--- src/verilog/clock_unit_pkg.sv ---
// Constants and types for the clock source and divider unit.
// Assumes one 200 MHz system clock and a synchronous active-high reset.
// How it works
// - Source changeover parks the root clock low, so no runt or glitch appears.
// - Every source level passes two flip-flops before any switching logic reads it.
// - Four selectable sources: watch crystal, main internal, low-power internal, external.
// - Sixteen independent dividers with 16-bit divide values, synchronous to the root.
// - Analog divided clock enable leads the digital ones by one cycle.
// - Main oscillator frequency resets to 24 MHz; accepts 3 to 48 MHz steps.
// - Main oscillator trim loads from nonvolatile value; software may rewrite it later.
// - Low-power oscillator counters measure main oscillator edges for calibration.
// - Watch crystal keeps running in deep sleep for timekeeping and watchdog.
// - Low-power oscillator clocks peripherals that must run in deep sleep.
package clock_unit_pkg;
	localparam int NUM_DIV = 16;
	localparam int DIV_W = 16;
	localparam int TRIM_W = 8;
	localparam int FREQ_W = 6;
	localparam int CAL_W = 24;
	localparam int NUM_SRC = 4;
	localparam logic [FREQ_W-1:0] FREQ_RESET = 6'h18;
	localparam logic [FREQ_W-1:0] FREQ_MIN = 6'h03;
	localparam logic [FREQ_W-1:0] FREQ_MAX = 6'h30;
	localparam logic [DIV_W-1:0] DIV_RESET = 16'h0000;
	localparam logic [TRIM_W-1:0] TRIM_RESET = 8'h00;
	localparam int ANALOG_DIV = 0;
	// Source index positions in the synchroniser vector
	localparam int SRC_WATCH = 0;
	localparam int SRC_MAIN = 1;
	localparam int SRC_LP = 2;
	localparam int SRC_EXT = 3;

	typedef enum logic [1:0] {
		SEL_WATCH_CRYSTAL,
		SEL_MAIN_INTERNAL,
		SEL_LOW_POWER_INTERNAL,
		SEL_EXTERNAL
	} src_sel_t;

	typedef enum {
		SW_RUN,
		SW_PARK,
		SW_ENGAGE
	} switch_state_t;
endpackage

--- src/verilog/divider_bank_if.sv ---
// Carrier between the clock unit and its divider bank.
// Assumes both ends run on the same system clock.
`timescale 1ns/1ps
interface divider_bank_if;
	import clock_unit_pkg::*;
	logic               root_tick;
	logic [NUM_DIV-1:0] enable;
	logic [DIV_W-1:0]   div_val [NUM_DIV];
	logic [NUM_DIV-1:0] tick;

	modport bank (
		input  root_tick,
		input  enable,
		input  div_val,
		output tick
	);
	modport ctrl (
		output root_tick,
		output enable,
		output div_val,
		input  tick
	);
endinterface

--- src/verilog/divider_bank.sv ---
// Sixteen root-tick dividers producing one-cycle output pulses.
// Assumes root_tick is a one-cycle pulse per root clock rising edge.
`timescale 1ns/1ps
module divider_bank
	import clock_unit_pkg::*;
(
	input  wire logic     clock_i,
	input  wire logic     srst_i,
	divider_bank_if.bank  dv
);
	logic [DIV_W-1:0] count [NUM_DIV];

	// Pulse once every div_val+1 root ticks; reload keeps phase exact
	always_ff @(posedge clock_i) begin
		for (int i = 0; i < NUM_DIV; i++) begin
			if (srst_i || !dv.enable[i]) begin
				count[i] <= DIV_RESET;
				dv.tick[i] <= 1'b0;
			end else if (dv.root_tick) begin
				if (count[i] >= dv.div_val[i]) begin
					count[i] <= DIV_RESET;
					dv.tick[i] <= 1'b1;
				end else begin
					count[i] <= count[i] + 16'h0001;
					dv.tick[i] <= 1'b0;
				end
			end else begin
				dv.tick[i] <= 1'b0;
			end
		end
	end

	AST_DIV_RELOAD: assert property (@(posedge clock_i) disable iff (srst_i)
		dv.tick[1] && dv.enable[1] |-> count[1] == DIV_RESET)
		else $error("divider 1 did not reload on its pulse");
	AST_DIV_SPACING: assert property (@(posedge clock_i) disable iff (srst_i)
		dv.tick[2] |=> !dv.tick[2])
		else $error("divider pulse longer than one cycle");
endmodule

--- src/verilog/clock_source_and_divider_unit.sv ---
// Clock source selection, dividers, oscillator trim and calibration counters.
// Assumes oscillator and external clock levels arrive asynchronously on pins.
`timescale 1ns/1ps
module clock_source_and_divider_unit
	import clock_unit_pkg::*;
(
	input  wire logic               clock_i,
	input  wire logic               srst_i,
	input  wire logic               watch_crystal_osc_i,
	input  wire logic               main_internal_osc_i,
	input  wire logic               low_power_internal_osc_i,
	input  wire logic               ext_clk_i,
	input  wire logic [1:0]         src_sel_i,
	input  wire logic               deep_sleep_i,
	input  wire logic               div_wr_i,
	input  wire logic [3:0]         div_idx_i,
	input  wire logic [DIV_W-1:0]   div_val_i,
	input  wire logic [NUM_DIV-1:0] div_enable_i,
	input  wire logic               freq_wr_i,
	input  wire logic [FREQ_W-1:0]  freq_mhz_i,
	input  wire logic [TRIM_W-1:0]  nvm_trim_i,
	input  wire logic               trim_wr_i,
	input  wire logic [TRIM_W-1:0]  trim_i,
	input  wire logic               cal_start_i,
	input  wire logic [DIV_W-1:0]   cal_window_i,
	input  wire logic               lp_periph_en_i,
	output logic                    high_freq_root_clock_o,
	output logic [1:0]              active_src_o,
	output logic                    switching_o,
	output logic                    analog_clk_en_o,
	output logic [NUM_DIV-2:0]      digital_clk_en_o,
	output logic [FREQ_W-1:0]       main_osc_freq_mhz_o,
	output logic                    freq_reject_o,
	output logic [TRIM_W-1:0]       main_osc_trim_o,
	output logic                    cal_busy_o,
	output logic                    cal_done_o,
	output logic [CAL_W-1:0]        cal_count_o,
	output logic                    watch_crystal_run_o,
	output logic                    watch_crystal_clk_o,
	output logic                    lp_periph_clk_o
);
	function automatic logic rise(input logic now, input logic prev);
		return now & ~prev;
	endfunction

	// Synchroniser; stage1 is read only by stage2
	logic [NUM_SRC-1:0] sync1;
	logic [NUM_SRC-1:0] sync2;
	logic [NUM_SRC-1:0] sync3;

	always_ff @(posedge clock_i) begin
		if (srst_i) begin
			sync1 <= 4'h0;
			sync2 <= 4'h0;
			sync3 <= 4'h0;
		end else begin
			sync1 <= {ext_clk_i, low_power_internal_osc_i,
				main_internal_osc_i, watch_crystal_osc_i};
			sync2 <= sync1;
			sync3 <= sync2;
		end
	end

	// Source switch
	switch_state_t state;
	src_sel_t      cur_src;
	src_sel_t      want_src;
	logic          root_prev;
	logic          cur_lvl;
	logic          want_lvl;

	assign want_src = src_sel_t'(src_sel_i);
	assign cur_lvl = sync2[cur_src];
	assign want_lvl = sync2[want_src];

	// Root only ever stops in its low phase and restarts at a low level
	always_ff @(posedge clock_i) begin
		if (srst_i) begin
			state <= SW_RUN;
			cur_src <= SEL_MAIN_INTERNAL;
			high_freq_root_clock_o <= 1'b0;
			switching_o <= 1'b0;
		end else begin
			unique case (state)
				SW_RUN: begin
					high_freq_root_clock_o <= cur_lvl;
					if (want_src != cur_src) begin
						state <= SW_PARK;
						switching_o <= 1'b1;
					end
				end
				SW_PARK: begin
					if (!cur_lvl) begin
						high_freq_root_clock_o <= 1'b0;
						cur_src <= want_src;
						state <= SW_ENGAGE;
					end else begin
						high_freq_root_clock_o <= cur_lvl;
					end
				end
				SW_ENGAGE: begin
					high_freq_root_clock_o <= 1'b0;
					if (want_src != cur_src) begin
						cur_src <= want_src;
					end else if (!cur_lvl) begin
						state <= SW_RUN;
						// Flag tracks the state register exactly, but from a flop
						switching_o <= 1'b0;
					end
				end
			endcase
		end
	end

	always_ff @(posedge clock_i) begin
		if (srst_i) begin
			root_prev <= 1'b0;
		end else begin
			root_prev <= high_freq_root_clock_o;
		end
	end

	assign active_src_o = cur_src;

	// Divider configuration and bank
	divider_bank_if dv ();
	logic [NUM_DIV-2:0] dig_stage;

	assign dv.root_tick = rise(high_freq_root_clock_o, root_prev);
	assign dv.enable = div_enable_i;

	always_ff @(posedge clock_i) begin
		for (int i = 0; i < NUM_DIV; i++) begin
			if (srst_i) begin
				dv.div_val[i] <= DIV_RESET;
			end else if (div_wr_i && div_idx_i == 4'(i)) begin
				dv.div_val[i] <= div_val_i;
			end
		end
	end

	divider_bank u_bank (
		.clock_i (clock_i),
		.srst_i  (srst_i),
		.dv      (dv.bank)
	);

	// Digital enables pass an extra stage so analog settles first
	always_ff @(posedge clock_i) begin
		if (srst_i) begin
			analog_clk_en_o <= 1'b0;
			dig_stage <= '0;
			digital_clk_en_o <= '0;
		end else begin
			analog_clk_en_o <= dv.tick[ANALOG_DIV];
			dig_stage <= dv.tick[NUM_DIV-1:1];
			digital_clk_en_o <= dig_stage;
		end
	end

	// Main oscillator frequency setting
	always_ff @(posedge clock_i) begin
		if (srst_i) begin
			main_osc_freq_mhz_o <= FREQ_RESET;
			freq_reject_o <= 1'b0;
		end else begin
			freq_reject_o <= 1'b0;
			if (freq_wr_i) begin
				if (freq_mhz_i >= FREQ_MIN && freq_mhz_i <= FREQ_MAX) begin
					main_osc_freq_mhz_o <= freq_mhz_i;
				end else begin
					freq_reject_o <= 1'b1;
				end
			end
		end
	end

	// Trim: stored value taken once after reset release, then software owns it
	logic trim_loaded;

	always_ff @(posedge clock_i) begin
		if (srst_i) begin
			trim_loaded <= 1'b0;
			main_osc_trim_o <= TRIM_RESET;
		end else if (!trim_loaded) begin
			trim_loaded <= 1'b1;
			main_osc_trim_o <= nvm_trim_i;
		end else if (trim_wr_i) begin
			main_osc_trim_o <= trim_i;
		end
	end

	// Calibration: main edges counted across a window of low-power edges
	logic [DIV_W-1:0] cal_lp_cnt;
	logic [CAL_W-1:0] cal_main_cnt;
	logic             lp_edge;
	logic             main_edge;

	assign lp_edge = rise(sync2[SRC_LP], sync3[SRC_LP]);
	assign main_edge = rise(sync2[SRC_MAIN], sync3[SRC_MAIN]);

	always_ff @(posedge clock_i) begin
		if (srst_i) begin
			cal_busy_o <= 1'b0;
			cal_done_o <= 1'b0;
			cal_lp_cnt <= '0;
			cal_main_cnt <= '0;
			cal_count_o <= '0;
		end else begin
			cal_done_o <= 1'b0;
			if (!cal_busy_o) begin
				if (cal_start_i) begin
					cal_busy_o <= 1'b1;
					cal_lp_cnt <= '0;
					cal_main_cnt <= '0;
				end
			end else begin
				if (main_edge) begin
					cal_main_cnt <= cal_main_cnt + 24'h000001;
				end
				if (lp_edge) begin
					if (cal_lp_cnt + 16'h0001 >= cal_window_i) begin
						cal_busy_o <= 1'b0;
						cal_done_o <= 1'b1;
						cal_count_o <= cal_main_cnt + {23'h0, main_edge};
					end else begin
						cal_lp_cnt <= cal_lp_cnt + 16'h0001;
					end
				end
			end
		end
	end

	// Low-frequency clocks never depend on deep sleep
	always_ff @(posedge clock_i) begin
		if (srst_i) begin
			watch_crystal_run_o <= 1'b0;
			watch_crystal_clk_o <= 1'b0;
			lp_periph_clk_o <= 1'b0;
		end else begin
			watch_crystal_run_o <= 1'b1;
			watch_crystal_clk_o <= sync2[SRC_WATCH];
			lp_periph_clk_o <= lp_periph_en_i & sync2[SRC_LP];
		end
	end

	AST_PARK_LOW: assert property (@(posedge clock_i) disable iff (srst_i)
		state == SW_ENGAGE |=> !high_freq_root_clock_o)
		else $error("root clock high while arming a new source");
	AST_SWAP_AT_LOW: assert property (@(posedge clock_i) disable iff (srst_i)
		$changed(cur_src) |-> !high_freq_root_clock_o)
		else $error("source changed while root clock high");
	AST_FOLLOW_SOURCE: assert property (@(posedge clock_i) disable iff (srst_i)
		state == SW_RUN && $past(state) == SW_RUN && $stable(cur_src)
		|=> high_freq_root_clock_o == $past(sync2[cur_src]))
		else $error("root clock not following selected source");
	AST_ANALOG_LEAD: assert property (@(posedge clock_i) disable iff (srst_i)
		dv.tick[ANALOG_DIV] && dv.tick[1] |=> analog_clk_en_o && !digital_clk_en_o[0]
		##1 digital_clk_en_o[0])
		else $error("analog enable did not lead digital enable");
	AST_FREQ_REJECT: assert property (@(posedge clock_i) disable iff (srst_i)
		freq_wr_i && (freq_mhz_i < FREQ_MIN || freq_mhz_i > FREQ_MAX)
		|=> $stable(main_osc_freq_mhz_o) && freq_reject_o)
		else $error("out of range frequency accepted");
	AST_TRIM_LOAD: assert property (@(posedge clock_i) disable iff (srst_i)
		$rose(trim_loaded) |-> main_osc_trim_o == $past(nvm_trim_i))
		else $error("stored trim not loaded");
	AST_CAL_DONE: assert property (@(posedge clock_i) disable iff (srst_i)
		cal_done_o |-> !cal_busy_o && $past(cal_busy_o) && $past(lp_edge))
		else $error("calibration done without window end");
	AST_WATCH_RUNS: assert property (@(posedge clock_i) disable iff (srst_i)
		deep_sleep_i ##1 1'b1 |-> watch_crystal_run_o)
		else $error("watch crystal stopped in deep sleep");
	AST_LP_CLOCK: assert property (@(posedge clock_i) disable iff (srst_i)
		lp_periph_en_i && sync2[SRC_LP] |=> lp_periph_clk_o)
		else $error("low-power peripheral clock not driven");
endmodule

--- config.mk ---
export PLATFORM = sky130hd
export DESIGN_NAME = clock_source_and_divider_unit
export DESIGN_NICKNAME = d
export VERILOG_FILES = /design/src/verilog/clock_unit_pkg.sv /design/src/verilog/divider_bank_if.sv /design/src/verilog/divider_bank.sv /design/src/verilog/clock_source_and_divider_unit.sv
export SDC_FILE = /design/constraint.sdc
export NUM_CORES = 2
export LEC_CHECK = 0
export BUFFER_PORTS_ARGS = -buffer_cell sky130_fd_sc_hd__buf_2
export CORE_MARGIN = 2
export CORE_UTILIZATION = 55
export DETAILED_ROUTE_END_ITERATION = 16
export GPL_ROUTABILITY_DRIVEN = 0
export PLACE_DENSITY = 0.83
export SETUP_SLACK_MARGIN = 0.02
export SKIP_CTS_REPAIR_TIMING = 1
export SLEW_MARGIN = 20
export SYNTH_ARGS = -nofsm -noshare
export SYNTH_HDL_FRONTEND = slang
export SYNTH_HIERARCHICAL = 1
export SYNTH_SLANG_ARGS = --single-unit
--- constraint.sdc ---
create_clock -name clock_i -period 2.8 [get_ports clock_i]
set_input_delay 0.28 -clock clock_i [delete_from_list [all_inputs] [get_ports clock_i]]
set_output_delay 0.28 -clock clock_i [all_outputs]
set_load 0.02 [all_outputs]
---- Word level (Yosys, flattened, before mapping) ----
Memory sizes are Yosys's and may differ from the RTL's.
Index checks and enable logic that the tools add are counted.
word-level totals
  flip-flop bits (word level) ............. 435
  bits in writable memories ............... 256
  bits of input ports ..................... 88
  output and inout bits ................... 64
  word-level logic and storage cells ...... 435
  memories ................................ 1
operators by class
  add/subtract/negate cells ............... 19
  magnitude comparators ................... 20
  equal/unequal tests ..................... 27
  muxes and demuxes ....................... 224
  bitwise gates (word level) .............. 42
  reduce and logical (&&, ||, !) cells .... 63
memory list
  name          depth  width  read ports  clocked after memory_dff  wr ports  RTL line            text
  u_bank.count  16     16     16          0                         16        divider_bank.sv:11  logic [DIV_W-1:0] count [NUM_DIV];
operator list
  operator                                             number
  2-to-1 mux 16 bit                                    36
  adder 16 x 1 -> 16 bit, second input constant        17
  >= comparator 16 bit                                 17
  2-to-1 mux 1 bit                                     172
  2-to-1 mux 32 bit                                    4
  one-hot mux 32 bit (3 select lines)                  1
  2-to-1 mux 24 bit                                    3
  == test 32 x 1 -> 1 bit, second input constant       1
  == test 32 x 2 -> 1 bit, second input constant       1
  == test 4 bit, second input constant                 8
  logical NOT 32 bit                                   1
  bitwise OR 1 bit                                     32
  adder 24 x 1 -> 24 bit                               1
  adder 24 x 1 -> 24 bit, second input constant        1
  logical AND 1 bit                                    17
  == test 4 x 3 -> 1 bit, second input constant        4
  logical NOT 1 bit                                    16
  logical OR 1 bit                                     16
  2-to-1 mux 8 bit                                     2
  != test 2 bit, second input constant                 7
  AND reduction 3 bit                                  3
  == test 4 x 2 -> 1 bit, second input constant        2
  AND reduction 4 bit                                  2
  >= comparator 6 x 2 -> 1 bit, second input constant  1
  other kinds (17)                                     30

---- Depth between registers and ports, before layout ----
  depth in word-level cells ............... 7
  depth in mapped cells ................... 15
  depth with buffers taken out ............ 13

---- By module ----
The synthesis kept the hierarchy.
modules (own cells, without submodules)
  module                         times used  cells each  area each (um^2)  sequential area each (um^2)
  divider_bank                   1           2125        19851.5           8007.7
  clock_source_and_divider_unit  1           1809        14898.0           7767.4

---- Least setup slack after synthesis ----
No wires, ideal clock.
  kind .................................... reg2reg
  start point ............................. register cal_lp_cnt[0]
  end point ............................... register cal_count_o[14]
  setup time .............................. 0.125 ns
  arrival time ............................ 2.818 ns
  setup slack ............................. -0.143 ns
  cell stages (with the launch flop) ...... 16
  buffers on the path ..................... 2
  cell sequence ........................... dfxtp_1 > ha_1 > nand4_1 > nor2_1 > nand3_1 > or3_1 > nand2_1 > ha_1 > nand4_2 > o21bai_1 > a21oi_1 > and3_4 > or2_1 > buf_6 > buf_6 > o22ai_2
between the ends
  cells in the longest elaborated chain, start to end .. 3
ends and longest elaborated chain
  item                           RTL line                              text
  start: declaration             clock_source_and_divider_unit.sv:194  logic [DIV_W-1:0] cal_lp_cnt;
  start signal: assignment       clock_source_and_divider_unit.sv:227  cal_lp_cnt <= cal_lp_cnt + 16'h0001;
  adder 16 x 1 -> 16 bit         clock_source_and_divider_unit.sv:222  if (cal_lp_cnt + 16'h0001 >= cal_window_i) begin
  >= comparator 16 bit           clock_source_and_divider_unit.sv:222
  AND reduction 3 bit (no line)  -
  end signal: assignment         clock_source_and_divider_unit.sv:225  cal_count_o <= cal_main_cnt + {23'h0, main_edge};
  end: declaration               clock_source_and_divider_unit.sv:37   output logic [CAL_W-1:0] cal_count_o,
Every way passes these cells.
A chain may end at the register's enable or synchronous reset.

---- Worst setup path after layout ----
  start point ............................. register cal_lp_cnt[0]
  end point ............................... register cal_count_o[15]
Same word-level chain as after synthesis.

==> run metrics <==
Yosys reg bits=660; number of global-route vias before repair=26300; Crit. End Element=register; post-route ant nets=0; Filler cells=4844; Async SR Flop Fraction=0; Primary FF master, synth=dfxtp_1; HP Class=in2reg; Max-slew headroom=0.258; commonest non-fill, non-tap cell in the layout=nand2_1; Layout area overhead=14.2%; drt total wl=84.1 mm; critical path class=reg2reg; most frequent cells in the layout=nand2_1 (737), dfxtp_1 (396), a21oi_1 (365), nor2_1 (352), inv_1 (337); Clock Skews=0.0251 ns; Syn Inst Count=3934; Critical Path RT=3.34 ns; Vias=28100; Tcrit/Tclk final=1.13; Yosys cell types=86; # rows=92; Worst path max stage delay=0.34 ns; Die H=255 um; vias per inst=5.58; Syn Nets=4318; Tightest Pin Transition=1.11 ns; failing checks=setup timing; gr usage total=0.244; Max Slew Vio Count=0; grt total ovfl=0; critical path, cell by cell=ha_2 > nand4_1 > nor2_2 > nand3_2 > or2_2 > nand2_1 > ha_1 > nand4_1 > buf_4 > a211oi_4 > nand3_2 > and3_4 > or2_4 > clkbuf_16 > o22ai_2; hpwl dp=54.0 mm; CP startpoint kind=register; hold_ws=0.00714 ns; # DRC=0; CTS Buf Count=72; min Tclk post-route=3.18 ns; Seq/Total Area, Yosys=0.454; H-tree levels=3; max-cap check violation count=0; Hold Vio Cnt, Final=0; clk root buf=clkbuf_16; mean post-synth cell area=8.83 um2; layout cell share with drive strength beyond 1=0.108; R2R setup slack=-0.38 ns; initial DRC count=2422; die extent in x=255 um; RSZ-0062 raised after global routing=true; I/O Buffers=150; fmax=315 MHz; Ys Warns=6; die area=65200 um2; WP data arrival=3.72 ns; starting density of the core=0.554; final setup vio count=42; CTS tree=done; Pre-antenna DRT Iters=6; status=finished, violations left; crit path max fanout=12; first-pass GRT wire length=131 mm; CORE AREA=62700 um2; I/O pins=152; pin count of the biggest net entering global routing=209; antenna violations before repair=6; CTS clock-pin slew for the worst setup and hold paths=0.06 ns; clock buffer depth=3; EDFF count, synth=256; setup ws final=-0.377 ns; net count reported at finish=4513; Clock Latency Late Sink=0.62 ns; PD cells=567 nW/um2; synthesized cell area=34700 um2; Worst path slowest cell=dfxtp_2; CTS sink cnt=660; drt wl/cell=16.7 um; static leakage=0.0146 uW; worst vdd ir=0.387 mV; Layout Utilization=0.633
area by class of cell:
class	count	area, um2	share of cell area
antenna	3	7.51	0.000189
clock buffer	111	2190	0.0553
clock inverter	23	229	0.00577
inverter	340	1280	0.0322
multi-input combinational	2789	17300	0.436
sequential	660	15800	0.398
tap	846	1060	0.0267
timing repair buffer	266	1820	0.0459
cells by family after synthesis:
group,share of synthesized area
xor+xnor,0.0668
buf+inv,0.0548
mux,0.00792
flops,0.454
simple gates,0.215
fa+ha+maj,0.107
compound gates,0.0948
per-stage QoR:
| stage | setup TNS (ns) | power, uW | setup WS [ns] | cell area, um2 | std cells |
|---|---|---|---|---|---|
| after detailed placement | -7.23 | 13000 | -0.235 | 36500 | 4853 |
| after CTS | -8.23 | 22500 | -0.317 | 38900 | 4987 |
| final | -11.65 | 22500 | -0.377 | 39700 | 5038 |
| after global routing | -17.65 | 23300 | -0.522 | 39700 | 5037 |
| after floorplan | -1.13 | 12300 | -0.0558 | 34800 | 3934 |
| after global placement | -3.32 | 12900 | -0.151 | 36500 | 4853 |
Yosys cell counts (all sizes together), types with 11 or more instances:
library cell  instances  area, um2
nand2               740       2780
dfxtp               404       8090
a21oi               369       1850
nor2                369       1460
inv                 339       1270
ha                  296       3700
edfxtp              256       7690
xor2                162       1420
nand3               156        791
xnor2               103        902
clkbuf              102        383
nor3                 86        455
nand4                74        490
nor2b                57        357
o21ai                53        277
and3                 52        330
buf                  43        246
o22ai                26        282
nand2b               25        164
a211oi               21        163
and4                 19        166
a21o                 18        135
mux2i                17        170
nor4                 13       93.8
or2                  11       68.8
report_power, final:
group          leakage [uW]  total, uW  internal (uW)  switching (uW)
clock network       0.00119       9580           5630            3950
registers           0.00614      10700          10300             401
logic               0.00731       2160            840            1330
total                0.0146      22500          16800            5680
final timing paths:
check                  endpoint  cells after the start               from
max             cal_count_o[15]                     15      cal_lp_cnt[0]
min          main_osc_trim_o[7]                      3          trim_i[7]
max reg2reg     cal_count_o[15]                     15      cal_lp_cnt[0]
min reg2reg     analog_clk_en_o                      1  u_bank/dv.tick[0]
sequential cells by signal, summed over array words and instances (netlist names), 6 cells and up:
signal	flops
main_osc_trim_o	8
u_bank/dv.tick	16
cal_count_o	24
digital_clk_en_o	15
main_osc_freq_mhz_o	6
cal_lp_cnt	16
dig_stage	15
dv.div_val	256
cal_main_cnt	24
u_bank/count	256
worst max-delay path, delay by kind of cell, from the launching register on:
| kind | cells | cell delay [ns] |
|---|---|---|
| compound gates | 2 | 0.37 |
| fa+ha+maj | 2 | 0.34 |
| buf+inv | 2 | 0.38 |
| flops | 1 | 0.34 |
| simple gates | 9 | 1.67 |
routing by layer:
metal / global-route usage / share of wire / vias up
met5: 0 / 0.00055 / -
met1: 0.316 / 0.42 / 13200
met3: 0.0432 / 0.067 / 243
met4: 0.101 / 0.043 / 8
met2: 0.403 / 0.47 / 916
li1: - / - / 13700
No activity file was read; power rests on OpenSTA's default activity.
